$ cat src/qsfi_pkg.sv
// Constants, command codes and register layout for the serial flash interface
package qsfi_pkg;

    // ****************************************************************
    // Command codes
    // ****************************************************************
    localparam logic [7:0] CMD_WREN = 8'h06;
    localparam logic [7:0] CMD_WRDI = 8'h04;
    localparam logic [7:0] CMD_RDSR = 8'h05;
    localparam logic [7:0] CMD_READ = 8'h03;
    localparam logic [7:0] CMD_READ_WRAP = 8'h0c;
    localparam logic [7:0] CMD_PROG = 8'h02;
    localparam logic [7:0] CMD_SECT_ERASE = 8'h20;
    localparam logic [7:0] CMD_BLK_ERASE = 8'hd8;
    localparam logic [7:0] CMD_WR_PROT = 8'h42;
    localparam logic [7:0] CMD_RD_PROT = 8'h72;
    localparam logic [7:0] CMD_QUAD_ON = 8'h38;
    localparam logic [7:0] CMD_QUAD_OFF = 8'hff;
    localparam logic [7:0] CMD_RST_EN = 8'h66;
    localparam logic [7:0] CMD_RST = 8'h99;
    localparam logic [7:0] CMD_SUSPEND = 8'hb0;
    localparam logic [7:0] CMD_RESUME = 8'h30;
    localparam logic [7:0] CMD_BURST_LEN = 8'hc0;
    localparam logic [7:0] CMD_RD_SEC = 8'h88;
    localparam logic [7:0] CMD_PROG_SEC = 8'ha5;

    // ****************************************************************
    // Status and config bit positions, register offsets, reset values
    // ****************************************************************
    localparam int ST_BUSY = 0;
    localparam int ST_WEL = 1;
    localparam int ST_SUSP = 2;
    localparam int ST_QUAD = 7;
    localparam int CFG_IOC = 0;
    localparam int CFG_GUARD_PIN_ENABLE = 1;
    localparam logic [3:0] REG_STATUS = 4'h0;
    localparam logic [3:0] REG_CONFIG = 4'h1;
    localparam logic [3:0] REG_PROT_LO = 4'h2;
    localparam logic [3:0] REG_PROT_HI = 4'h3;
    localparam logic [7:0] CFG_RST = 8'h00;
    localparam logic [15:0] PROT_RST = 16'h00ff;

    // ****************************************************************
    // Address masks and sizes
    // ****************************************************************
    localparam logic [23:0] MASK_LINEAR = 24'hffffff;
    localparam logic [23:0] MASK_WRAP8 = 24'h000007;
    localparam logic [23:0] MASK_WRAP16 = 24'h00000f;
    localparam logic [23:0] MASK_WRAP32 = 24'h00001f;
    localparam logic [23:0] MASK_WRAP64 = 24'h00003f;
    localparam logic [23:0] MASK_PAGE = 24'h0000ff;
    localparam logic [23:0] MASK_SEC = 24'h0007ff;
    localparam logic [23:0] SEC_UID_END = 24'h000008;
    localparam logic [1:0] WRAP_RST = 2'h0;

    // ****************************************************************
    // Timing
    // ****************************************************************
    localparam int CLK_MHZ = 125;
    localparam int ERASE_TIME_MS = 25;
    localparam int ERASE_CYCLES = ERASE_TIME_MS * CLK_MHZ * 1000;
    localparam int PROG_CYCLES = 1000;

    typedef enum logic [1:0] {ES_4K, ES_8K, ES_32K, ES_64K} qsfi_esize_e;

endpackage

$ cat src/qsfi_core.sv
// Serial flash command interface, device side
//
// Behaviour
// Sample input bits on serial clock rise
// Shift read data on serial clock fall
// Quad enable command switches to four-bit
// Single-bit mode after reset
// Select falling edge starts new command
// Host keeps select low whole command
// Guard pin and config bits block protection writes
// Guard and pause pins ignored in quad
// Pause low suspends communication, keeps command
// Host ties pause high when unused
// Linear and 8/16/32/64 wrapped burst reads
// Page program up to 256 bytes
// Busy flag shows program or erase
// Program or erase can be suspended
// Erase 4K sectors, 8K/32K/64K blocks
// Parameter block write and read protection
// 2 KByte security area, 64-bit ID
// Software reset restores mode defaults
// Works with clock idling low or high
// Read-locked blocks return zero bytes
// Deselected: ignore clock, float, discard
// Host avoids commands while busy
//
// Design decisions made here: the plain strobed port and the placing of the registers.
`timescale 1ns/1ps
module qsfi_core
    import qsfi_pkg::*;
#(
    parameter int ARRAY_AW = 21,
    parameter int ERASE_CNT = qsfi_pkg::ERASE_CYCLES,
    parameter int PROG_CNT = qsfi_pkg::PROG_CYCLES
) (
    input wire logic clk,
    input wire logic resetn,
    input wire logic sck,
    input wire logic cs_n,
    input wire logic [3:0] quad_io_lines_in,
    output logic [3:0] quad_io_lines_out,
    output logic [3:0] quad_io_lines_oe,
    input wire logic [3:0] reg_addr,
    input wire logic [7:0] reg_wdata,
    input wire logic reg_wr,
    input wire logic reg_rd,
    output logic [7:0] reg_rdata,
    output logic [ARRAY_AW-1:0] mem_addr,
    output logic mem_sec,
    output logic mem_rd,
    input wire logic [7:0] mem_rdata,
    output logic mem_wr,
    output logic [7:0] mem_wdata,
    output logic mem_erase,
    output qsfi_pkg::qsfi_esize_e mem_erase_size
);
    import qsfi_pkg::*;

    typedef enum {S_CMD, S_ADDR, S_DIN, S_DOUT, S_SKIP} qsfi_state_e;

    // ****************************************************************
    // Pin sampling and edge detection
    // ****************************************************************
    logic [5:0] syn;
    logic sck_s, cs_n_s, sck_d_r, cs_n_d_r;
    logic [3:0] io_s;
    logic quad_r, hold_act, act, rise, fall, frame_start, frame_end;

    qsfi_sync #(.W(6)) u_sync (
        .clk(clk),
        .resetn(resetn),
        .d({sck, ~cs_n, quad_io_lines_in}),
        .q(syn)
    );
    assign sck_s = syn[5];
    assign cs_n_s = ~syn[4];
    assign io_s = syn[3:0];

    always_ff @(posedge clk) begin
        if (!resetn) begin
            sck_d_r <= 1'b0;
            cs_n_d_r <= 1'b1;
        end else begin
            sck_d_r <= sck_s;
            cs_n_d_r <= cs_n_s;
        end
    end

    assign hold_act = ~quad_r & ~io_s[3];
    assign act = ~cs_n_s & ~hold_act;
    assign rise = act & sck_s & ~sck_d_r;
    assign fall = act & ~sck_s & sck_d_r;
    assign frame_start = ~cs_n_s & cs_n_d_r;
    assign frame_end = cs_n_s & ~cs_n_d_r;

    // ****************************************************************
    // Input shifter
    // ****************************************************************
    qsfi_state_e state_r;
    logic [3:0] step, bit_cnt_r, ocnt_r;
    logic [7:0] sh_r, in_byte, cmd_r;
    logic byte_done;

    assign step = quad_r ? 4'h4 : 4'h1;
    assign in_byte = quad_r ? {sh_r[3:0], io_s} : {sh_r[6:0], io_s[0]};
    assign byte_done = rise && ((bit_cnt_r + step) == 4'h8);

    always_ff @(posedge clk) begin
        if (!resetn || frame_start) begin
            bit_cnt_r <= 4'h0;
            sh_r <= 8'h00;
        end else if (rise) begin
            bit_cnt_r <= byte_done ? 4'h0 : bit_cnt_r + step;
            sh_r <= in_byte;
        end
    end

    // ****************************************************************
    // Protection helpers
    // ****************************************************************
    logic [15:0] prot_r;
    logic [7:0] cfg_r;

    function automatic logic [3:0] param_blk(input logic [23:0] a);
        logic lo, hi;
        lo = (a[ARRAY_AW-1:15] == '0);
        hi = (a[ARRAY_AW-1:15] == '1);
        param_blk = {lo | hi, hi, a[14:13]};
    endfunction

    function automatic logic wlocked(input logic [23:0] a);
        logic [3:0] p;
        p = param_blk(a);
        wlocked = p[3] & prot_r[p[2:0]];
    endfunction

    function automatic logic rlocked(input logic [23:0] a);
        logic [3:0] p;
        p = param_blk(a);
        rlocked = p[3] & prot_r[{1'b1, p[2:0]}];
    endfunction

    function automatic qsfi_esize_e blk_size(input logic [23:0] a);
        logic [3:0] p;
        p = param_blk(a);
        if (p[3]) begin
            blk_size = ES_8K;
        end else if (a[ARRAY_AW-1:15] == 1 || a[ARRAY_AW-1:15] == {{(ARRAY_AW-16){1'b1}}, 1'b0}) begin
            blk_size = ES_32K;
        end else begin
            blk_size = ES_64K;
        end
    endfunction

    // ****************************************************************
    // Command sequencer
    // ****************************************************************
    logic [23:0] addr_r, addr_full;
    logic [1:0] abyte_r, wrap_r;
    logic dbyte_r, cmd_ok_r, busy_r, susp_r, wel_r, rst_en_r, prog_pend_r;
    logic ev_cmd, ev_addr, ev_din, exec, wp_block, ok_busy, ok_write, sw_rst;
    logic [7:0] prot_hi_r;

    assign ev_cmd = byte_done & (state_r == S_CMD);
    assign ev_addr = byte_done & (state_r == S_ADDR) & (abyte_r == 2'h2);
    assign ev_din = byte_done & (state_r == S_DIN);
    assign exec = frame_end & cmd_ok_r & (state_r == S_SKIP);
    assign addr_full = {addr_r[15:0], in_byte};
    assign ok_busy = ~busy_r | in_byte == CMD_RDSR | in_byte == CMD_SUSPEND;
    assign ok_write = ~busy_r & ~susp_r;
    assign sw_rst = exec & (cmd_r == CMD_RST) & rst_en_r;
    assign wp_block = ~quad_r & ~cfg_r[CFG_IOC] & cfg_r[CFG_GUARD_PIN_ENABLE] & ~io_s[2];

    always_ff @(posedge clk) begin
        if (!resetn || frame_start || frame_end) begin
            state_r <= S_CMD;
            cmd_ok_r <= 1'b0;
            abyte_r <= 2'h0;
            dbyte_r <= 1'b0;
        end else if (ev_cmd) begin
            cmd_r <= in_byte;
            cmd_ok_r <= ok_busy;
            case (in_byte)
                CMD_READ, CMD_READ_WRAP, CMD_RD_SEC, CMD_PROG, CMD_PROG_SEC,
                CMD_SECT_ERASE, CMD_BLK_ERASE: begin
                    state_r <= ok_busy ? S_ADDR : S_SKIP;
                end
                CMD_WR_PROT, CMD_BURST_LEN: begin
                    state_r <= ok_busy ? S_DIN : S_SKIP;
                end
                CMD_RDSR, CMD_RD_PROT: begin
                    state_r <= ok_busy ? S_DOUT : S_SKIP;
                end
                default: begin
                    state_r <= S_SKIP;
                end
            endcase
        end else if (byte_done && state_r == S_ADDR) begin
            abyte_r <= abyte_r + 2'h1;
            if (abyte_r == 2'h2) begin
                case (cmd_r)
                    CMD_READ, CMD_READ_WRAP, CMD_RD_SEC: state_r <= S_DOUT;
                    CMD_PROG, CMD_PROG_SEC: state_r <= S_DIN;
                    default: state_r <= S_SKIP;
                endcase
            end
        end else if (ev_din) begin
            dbyte_r <= 1'b1;
        end
    end

    always_ff @(posedge clk) begin
        if (!resetn) begin
            addr_r <= 24'h000000;
        end else if (byte_done && state_r == S_ADDR) begin
            addr_r <= addr_full;
        end else if (ev_din && (cmd_r == CMD_PROG || cmd_r == CMD_PROG_SEC)) begin
            addr_r <= (addr_r & ~MASK_PAGE) | ((addr_r + 24'h000001) & MASK_PAGE);
        end
    end

    // ****************************************************************
    // Mode, enable latch, protection and config state
    // ****************************************************************
    always_ff @(posedge clk) begin
        if (!resetn || sw_rst) begin
            quad_r <= 1'b0;
            wrap_r <= WRAP_RST;
            rst_en_r <= 1'b0;
        end else begin
            if (exec) begin
                rst_en_r <= (cmd_r == CMD_RST_EN);
            end
            if (exec && cmd_r == CMD_QUAD_ON) begin
                quad_r <= 1'b1;
            end else if (exec && cmd_r == CMD_QUAD_OFF) begin
                quad_r <= 1'b0;
            end
            if (ev_din && cmd_r == CMD_BURST_LEN) begin
                wrap_r <= in_byte[1:0];
            end
        end
    end

    always_ff @(posedge clk) begin
        if (!resetn || sw_rst) begin
            wel_r <= 1'b0;
        end else if (exec && cmd_r == CMD_WREN) begin
            wel_r <= 1'b1;
        end else if ((exec && (cmd_r == CMD_WRDI || cmd_r == CMD_SECT_ERASE
                     || cmd_r == CMD_BLK_ERASE)) || (frame_end && prog_pend_r)
                     || (ev_din && cmd_r == CMD_WR_PROT && dbyte_r)) begin
            wel_r <= 1'b0;
        end
    end

    always_ff @(posedge clk) begin
        if (!resetn) begin
            prot_r <= PROT_RST;
            prot_hi_r <= 8'h00;
            cfg_r <= CFG_RST;
        end else begin
            if (ev_din && cmd_r == CMD_WR_PROT && !dbyte_r) begin
                prot_hi_r <= in_byte;
            end
            if (ev_din && cmd_r == CMD_WR_PROT && dbyte_r && wel_r && !wp_block) begin
                prot_r <= {prot_hi_r, in_byte};
            end
            if (reg_wr && reg_addr == REG_CONFIG) begin
                cfg_r <= reg_wdata;
            end
        end
    end

    // ****************************************************************
    // Busy timer and suspend
    // ****************************************************************
    logic [31:0] busy_cnt_r;
    logic start_erase;

    assign start_erase = exec & (cmd_r == CMD_SECT_ERASE || cmd_r == CMD_BLK_ERASE)
                         & wel_r & ok_write & ~wlocked(addr_r);

    always_ff @(posedge clk) begin
        if (!resetn || sw_rst) begin
            busy_r <= 1'b0;
            susp_r <= 1'b0;
            busy_cnt_r <= 32'h0;
        end else if (start_erase) begin
            busy_r <= 1'b1;
            busy_cnt_r <= 32'(ERASE_CNT - 1);
        end else if (frame_end && prog_pend_r) begin
            busy_r <= 1'b1;
            busy_cnt_r <= 32'(PROG_CNT - 1);
        end else if (exec && cmd_r == CMD_SUSPEND && busy_r) begin
            busy_r <= 1'b0;
            susp_r <= 1'b1;
        end else if (exec && cmd_r == CMD_RESUME && susp_r) begin
            busy_r <= 1'b1;
            susp_r <= 1'b0;
        end else if (busy_r) begin
            busy_r <= (busy_cnt_r != 32'h0);
            busy_cnt_r <= busy_cnt_r - 32'h1;
        end
    end

    // ****************************************************************
    // Array port
    // ****************************************************************
    logic [7:0] nb_r, status;
    logic load_ev, rd_vld_r, prot_sel_r, wr_ok;
    logic [23:0] rd_addr_r, rmask;

    always_comb begin
        status = 8'h00;
        status[ST_BUSY] = busy_r;
        status[ST_WEL] = wel_r;
        status[ST_SUSP] = susp_r;
        status[ST_QUAD] = quad_r;
    end

    always_comb begin
        case (cmd_r)
            CMD_READ_WRAP: begin
                case (wrap_r)
                    2'h0: rmask = MASK_WRAP8;
                    2'h1: rmask = MASK_WRAP16;
                    2'h2: rmask = MASK_WRAP32;
                    default: rmask = MASK_WRAP64;
                endcase
            end
            CMD_RD_SEC: rmask = MASK_SEC;
            default: rmask = MASK_LINEAR;
        endcase
    end

    assign load_ev = fall & (state_r == S_DOUT) & (ocnt_r == 4'h0 || ocnt_r == 4'h8);
    assign wr_ok = wel_r & ok_write & (cmd_r == CMD_PROG ? ~wlocked(addr_r)
                                       : addr_r[10:0] >= SEC_UID_END[10:0]);

    always_ff @(posedge clk) begin
        if (!resetn) begin
            mem_rd <= 1'b0;
            mem_wr <= 1'b0;
            mem_erase <= 1'b0;
            mem_sec <= 1'b0;
            mem_addr <= '0;
            mem_wdata <= 8'h00;
            mem_erase_size <= ES_4K;
            rd_addr_r <= 24'h000000;
            rd_vld_r <= 1'b0;
            prog_pend_r <= 1'b0;
        end else begin
            mem_rd <= 1'b0;
            mem_wr <= 1'b0;
            mem_erase <= 1'b0;
            rd_vld_r <= mem_rd;
            if (frame_start) begin
                prog_pend_r <= 1'b0;
            end
            if (ev_addr && (cmd_r == CMD_READ || cmd_r == CMD_READ_WRAP || cmd_r == CMD_RD_SEC)) begin
                mem_rd <= 1'b1;
                mem_sec <= (cmd_r == CMD_RD_SEC);
                rd_addr_r <= addr_full;
                mem_addr <= addr_full[ARRAY_AW-1:0];
            end else if (load_ev && cmd_r != CMD_RDSR && cmd_r != CMD_RD_PROT) begin
                mem_rd <= 1'b1;
                rd_addr_r <= (rd_addr_r & ~rmask) | ((rd_addr_r + 24'h000001) & rmask);
                mem_addr <= ARRAY_AW'((rd_addr_r & ~rmask) | ((rd_addr_r + 24'h000001) & rmask));
            end else if (ev_din && (cmd_r == CMD_PROG || cmd_r == CMD_PROG_SEC) && wr_ok) begin
                mem_wr <= 1'b1;
                mem_sec <= (cmd_r == CMD_PROG_SEC);
                mem_addr <= addr_r[ARRAY_AW-1:0];
                mem_wdata <= in_byte;
                prog_pend_r <= 1'b1;
            end else if (start_erase) begin
                mem_erase <= 1'b1;
                mem_sec <= 1'b0;
                mem_addr <= addr_r[ARRAY_AW-1:0];
                mem_erase_size <= (cmd_r == CMD_SECT_ERASE) ? ES_4K : blk_size(addr_r);
            end
        end
    end

    always_ff @(posedge clk) begin
        if (!resetn || frame_start) begin
            nb_r <= 8'h00;
            prot_sel_r <= 1'b0;
        end else if (cmd_r == CMD_RDSR) begin
            nb_r <= status;
        end else if (cmd_r == CMD_RD_PROT) begin
            nb_r <= prot_sel_r ? prot_r[7:0] : prot_r[15:8];
            prot_sel_r <= prot_sel_r ^ load_ev;
        end else if (rd_vld_r) begin
            nb_r <= (!mem_sec && rlocked(rd_addr_r)) ? 8'h00 : mem_rdata;
        end
    end

    // ****************************************************************
    // Output shifter and pin drive
    // ****************************************************************
    logic [7:0] out_sh_r;

    always_ff @(posedge clk) begin
        if (!resetn || frame_start) begin
            ocnt_r <= 4'h0;
            out_sh_r <= 8'h00;
        end else if (load_ev) begin
            out_sh_r <= nb_r;
            ocnt_r <= step;
        end else if (fall && state_r == S_DOUT) begin
            out_sh_r <= quad_r ? {out_sh_r[3:0], 4'h0} : {out_sh_r[6:0], 1'b0};
            ocnt_r <= ocnt_r + step;
        end
    end

    assign quad_io_lines_out = quad_r ? out_sh_r[7:4] : {2'b00, out_sh_r[7], 1'b0};
    assign quad_io_lines_oe = (act && state_r == S_DOUT && ocnt_r != 4'h0)
                              ? (quad_r ? 4'hf : 4'h2) : 4'h0;

    // ****************************************************************
    // Register port
    // ****************************************************************
    always_ff @(posedge clk) begin
        if (!resetn) begin
            reg_rdata <= 8'h00;
        end else if (reg_rd) begin
            case (reg_addr)
                REG_STATUS: reg_rdata <= status;
                REG_CONFIG: reg_rdata <= cfg_r;
                REG_PROT_LO: reg_rdata <= prot_r[7:0];
                REG_PROT_HI: reg_rdata <= prot_r[15:8];
                default: reg_rdata <= 8'h00;
            endcase
        end else begin
            reg_rdata <= 8'h00;
        end
    end

endmodule

$ cat src/qsfi_sync.sv
// Two-flop synchroniser for pin inputs
`timescale 1ns/1ps
module qsfi_sync #(
    parameter int W = 1
) (
    input wire logic clk,
    input wire logic resetn,
    input wire logic [W-1:0] d,
    output logic [W-1:0] q
);
    logic [W-1:0] meta_r;

    always_ff @(posedge clk) begin
        if (!resetn) begin
            meta_r <= '0;
            q <= '0;
        end else begin
            meta_r <= d;
            q <= meta_r;
        end
    end
endmodule
$ cat config.mk
export PLATFORM = sky130hd
export DESIGN_NAME = qsfi_core
export DESIGN_NICKNAME = d
export VERILOG_FILES = /design/src/qsfi_pkg.sv /design/src/qsfi_core.sv /design/src/qsfi_sync.sv
export SDC_FILE = /design/constraint.sdc
export NUM_CORES = 1
export LEC_CHECK = 0
export BUFFER_PORTS_ARGS = -buffer_cell sky130_fd_sc_hd__buf_2
export CAP_MARGIN = 40
export CORE_MARGIN = 10
export CORE_UTILIZATION = 65
export DETAILED_ROUTE_END_ITERATION = 8
export PLACE_DENSITY = 0.84
export SLEW_MARGIN = 20
export SYNTH_ARGS = -nofsm -noshare
export SYNTH_HDL_FRONTEND = slang
export SYNTH_SLANG_ARGS = --single-unit
$ cat constraint.sdc
create_clock -name clk -period 7.9 [get_ports clk]
set_clock_uncertainty 0.2 [all_clocks]
set_input_delay 0.395 -clock clk [delete_from_list [all_inputs] [get_ports clk]]
set_output_delay 0.395 -clock clk [all_outputs]
set_load 0.01 [all_outputs]
==> results.toml <==
[run_status]
run_status = "complete, no violations"

[clock_tree]
cts_setup_buffers = 0
clk_latency_ns = 0.52
root_buffer = "sky130_fd_sc_hd__clkbuf_16"
clock_input_transition_at_the_sequential_cells_of_the_worst_setup_and_hold_paths_ns = 0.06
cts-buffers-inserted = 23
cts.htree.levels = 1
cts_sinks = 219
tritoncts = "done"
cts_max_path_buffers = 3

[setup_path]
critical-path-top-delay-family = "simple AND/OR/NAND/NOR gates"
cp-start-kind = "flop"
critPathArrivalTime_ns = 3.83
critical-path-slowest-cell = "sky130_fd_sc_hd__or4_1"
worstPathCellList = "buf_4 -> ha_1 -> xnor2_1 -> nand4_1 -> or4_1 -> o2bb2ai_2 -> buf_4 -> or3_4 -> a41oi_1"
critical_path.max_stage_delay_ns = 0.58
slack_of_the_worst_reg_to_reg_path_ns = 4.24
crit_path_max_fanout = 32
endpoint_kind = "flop"
endpoint_of_the_worst_slack_reg_to_reg_timing_path = "mem_addr[16]$_SDFFE_PN0P_"
timing.critical_path.required_ns = 8.07
crit_path_frequent_cell = "sky130_fd_sc_hd__buf_4"
r2r_cells = 9
worstSetupPathType = "reg -> reg"
critical_path.n_buffers_inverters = 2
rr_startpoint = "quad_r$_SDFFE_PP0P_"

[synth]
number_of_flip_flops_and_latches_in_the_synthesized_netlist = 219
synth_top_cells_by_area = "sky130_fd_sc_hd__dfxtp_1 39%, sky130_fd_sc_hd__nor2_1 5.0%, sky130_fd_sc_hd__mux2i_1 4.7%, sky130_fd_sc_hd__nand2_1 4.0%, sky130_fd_sc_hd__a21oi_1 3.8%"
library_cell_occupying_the_most_area_in_the_post_synthesis_netlist = "sky130_fd_sc_hd__dfxtp_1"
proportion_of_synthesized_chip_area_in_sequential_cells_pct = 40.72
synth_ff_type = "sky130_fd_sc_hd__dfxtp_1"
synth.yosys.warnings = 0
synth_area_sq_um = 10960
synthDistinctLibCells = 82
synthesis.instances = 1274
synth_top_cell_area_share_pct = 38.53
synth_enable_flop_cells = 8
post_synthesis_net_count = 1316
postSynthAreaPerCell_sq_um = 8.605
synth-async-reset-ratio_pct = 0

[floorplan]
floorplan.io_pins = 81
start_util_pct = 66.11
coreArea_sq_um = 16580
die-area_sq_um = 22460
die_x_um = 149.9
floorplan.rows = 47
die_y_extent_um = 149.9

[sta]
final.setup.tns_ns = 0
finalSetupViolCount = 0
min_period_ns = 3.656
report.final.slew_viol_count = 0
timing.max_slew.rel_slack_pct = 43.35
timing.fmax_ghz = 0.2735
final_critical_path_setup_slack_ns = 4.244
rsz0062_at_grt = "no"
finalCritPeriodShare_pct = 46.28
report.final.hold_viol_count = 0
tightest_slew_ns = 0.8497

[detailed_routing]
routedWlPerCell_um = 20.45
route.antenna.remaining_nets = 0
number_of_drc_violations_after_detailed_routing_iteration_0 = 1030
dr_total_vias = 10120
finalWirelength_mm = 31.87
routed_vias_inst = 6.491
post-route-drc-count = 0
firstDrtPassIters = 8

[pwr]
comb_power_share_pct = 2.4
seq_power_share_pct = 50.4
worst_ir_drop_vdd_mv = 0.1735
internal_power_mw = 1.746
switching_share_pct = 21.24
power_density_nw_per_um2 = 179.7
netSwitchingPower_mw = 0.4709
report.power.total_mw = 2.216
p_leak_nw = 4.697
clock_power_share_pct = 47.2

[flow_run]
timing.max_cap.violations = 0

[hold_path]
min_from = "reg_addr[1]"
hold_depth = 3
timing.hold.worst_endpoint = "reg_rdata[3]$_SDFF_PN0_"
hold_path_class = "in -> reg"

[cells_and_area]
share_of_cells_above_drive_strength_1_pct = 13.44
final_nets = 1368
final.fill_count = 1253
mostFrequentLayoutCells = "211 x sky130_fd_sc_hd__dfxtp_1, 145 x sky130_fd_sc_hd__nor2_1, 118 x sky130_fd_sc_hd__nand2_1, 83 x sky130_fd_sc_hd__a21oi_1, 80 x sky130_fd_sc_hd__buf_2"
antennaDiodeCount = 0
syn_to_final_growth_pct = 12.51
final_common_cell = "sky130_fd_sc_hd__dfxtp_1"

[global_routing]
globalRoute.totalOverflow = 0
grt_antenna_before_repair = 0
wire_length_of_the_first_global_routing_pass_mm = 50.49
track_usage_pct = 27.45
grt_max_degree = 76
via_count_of_the_first_global_routing_pass = 9408

[place]
gpl.final_weighted_congestion = 0.9941
hpwl_mm = 21.38
pre_cts_slack_ns = 4.154
place.port_buffers = 80
==> cell type report <==
| class | instances | area [sq um] | share of cell area, % |
|---|---|---|---|
| well taps | 220 | 275.3 | 2.232 |
| inverters | 24 | 90.09 | 0.7304 |
| repair buffers | 122 | 787.0 | 6.381 |
| clock inverters | 5 | 50.05 | 0.4058 |
| clock buffers | 33 | 663.1 | 5.376 |
| flip-flops and latches | 219 | 4464 | 36.19 |
| multi-input cells | 936 | 6005 | 48.68 |
==> power by group through the flow <==
stage	Combinational, mW	Sequential [mW]	Clock [mW]
after floorplan	0.0288	1.14	0
after global placement	0.0437	1.14	0
after detailed placement	0.0447	1.14	0
after CTS	0.0520	1.12	1.05
after global routing	0.0570	1.12	1.08
final	0.0533	1.12	1.05
==> tightest hold or removal path: stages <==
cell                      delay (ns)
sky130_fd_sc_hd__buf_2          0.18
sky130_fd_sc_hd__a22oi_1        0.09
sky130_fd_sc_hd__nor2_1         0.08
==> how the worst max path moves through the flow <==
stage | startpoint | to | cells after the start
after floorplan | quad_r$_SDFFE_PP0P_ | prot_r[0]$_SDFFE_PN1P_ | 13
after global placement | quad_r$_SDFFE_PP0P_ | mem_addr[1]$_SDFFE_PN0P_ | 9
after detailed placement | quad_r$_SDFFE_PP0P_ | mem_addr[1]$_SDFFE_PN0P_ | 9
after CTS | quad_r$_SDFFE_PP0P_ | mem_addr[16]$_SDFFE_PN0P_ | 9
after global routing | quad_r$_SDFFE_PP0P_ | mem_addr[16]$_SDFFE_PN0P_ | 10
final | quad_r$_SDFFE_PP0P_ | mem_addr[16]$_SDFFE_PN0P_ | 9
==> repair_timing <==
item | CTS | global route
endpoints found under the hold margin | 18 | 0
hold buffers | 18 | 0
setup endpoints to repair | 0 | 0
resized for setup | 0 | 0
==> state kept, by name (all words and copies together), names as in the netlist, 2 cells and up <==
signal / count
abyte_r: 2
addr_r: 21
bit_cnt_r: 4
busy_cnt_r: 32
cfg_r: 8
cmd_r: 8
mem_addr: 21
mem_erase_size: 2
mem_wdata: 8
nb_r: 8
ocnt_r: 4
out_sh_r: 8
prot_hi_r: 8
prot_r: 16
rd_addr_r: 21
reg_rdata: 8
sh_r: 7
state_r: 3
u_sync.meta_r: 6
u_sync.q: 6
wrap_r: 2
==> through the flow <==
stage | cells | cell area, sq um | utilization, % | hold slack, ns
after global routing | 1559 | 12330 | 74.38 | 0.09970
after detailed placement | 1500 | 11400 | 68.72 | 0.2199
after global placement | 1495 | 11350 | 68.47 | 0.2165
after CTS | 1556 | 12290 | 74.11 | 0.04202
after floorplan | 1274 | 10960 | - | 0.2119
final | 1559 | 12330 | 74.38 | 0.06720
==> cells in the mapped netlist (all sizes together), types with 28 or more instances <==
| library cell | instances |
|---|---|
| a31oi | 28 |
| nand3 | 28 |
| o21ai | 40 |
| buf | 39 |
| nand2 | 118 |
| nor2 | 147 |
| dfxtp | 211 |
| xnor2 | 39 |
| clkbuf | 56 |
| nor3 | 33 |
| a21oi | 83 |
| nor4 | 37 |
| a211oi | 31 |
| mux2i | 53 |
==> cells by family (layout without fill, tap and decap cells) <==
family                   Yosys count  after routing  share of synthesized area (%)
AND/OR/NAND/NOR                  513            513                          24.45
AO/OA/AOI/OAI                    287            287                          17.62
flip-flops                       219            219                          40.72
buffers and inverters            119            184                          4.656
multiplexers                      63             63                          6.311
XOR/XNOR                          61             61                          4.873
adder cells (fa/ha/maj)           12             12                          1.370
==> per-layer routing <==
layer | GRT usage (%) | share of wire [%] | up-vias
li1 | - | - | 4761
met1 | 34.34 | 39 | 4716
met2 | 46.19 | 48 | 517
met3 | 3.714 | 7.9 | 125
met4 | 12.24 | 5.5 | 0
met5 | 0 | 0 | -
Power figures use the tool's default switching activity.
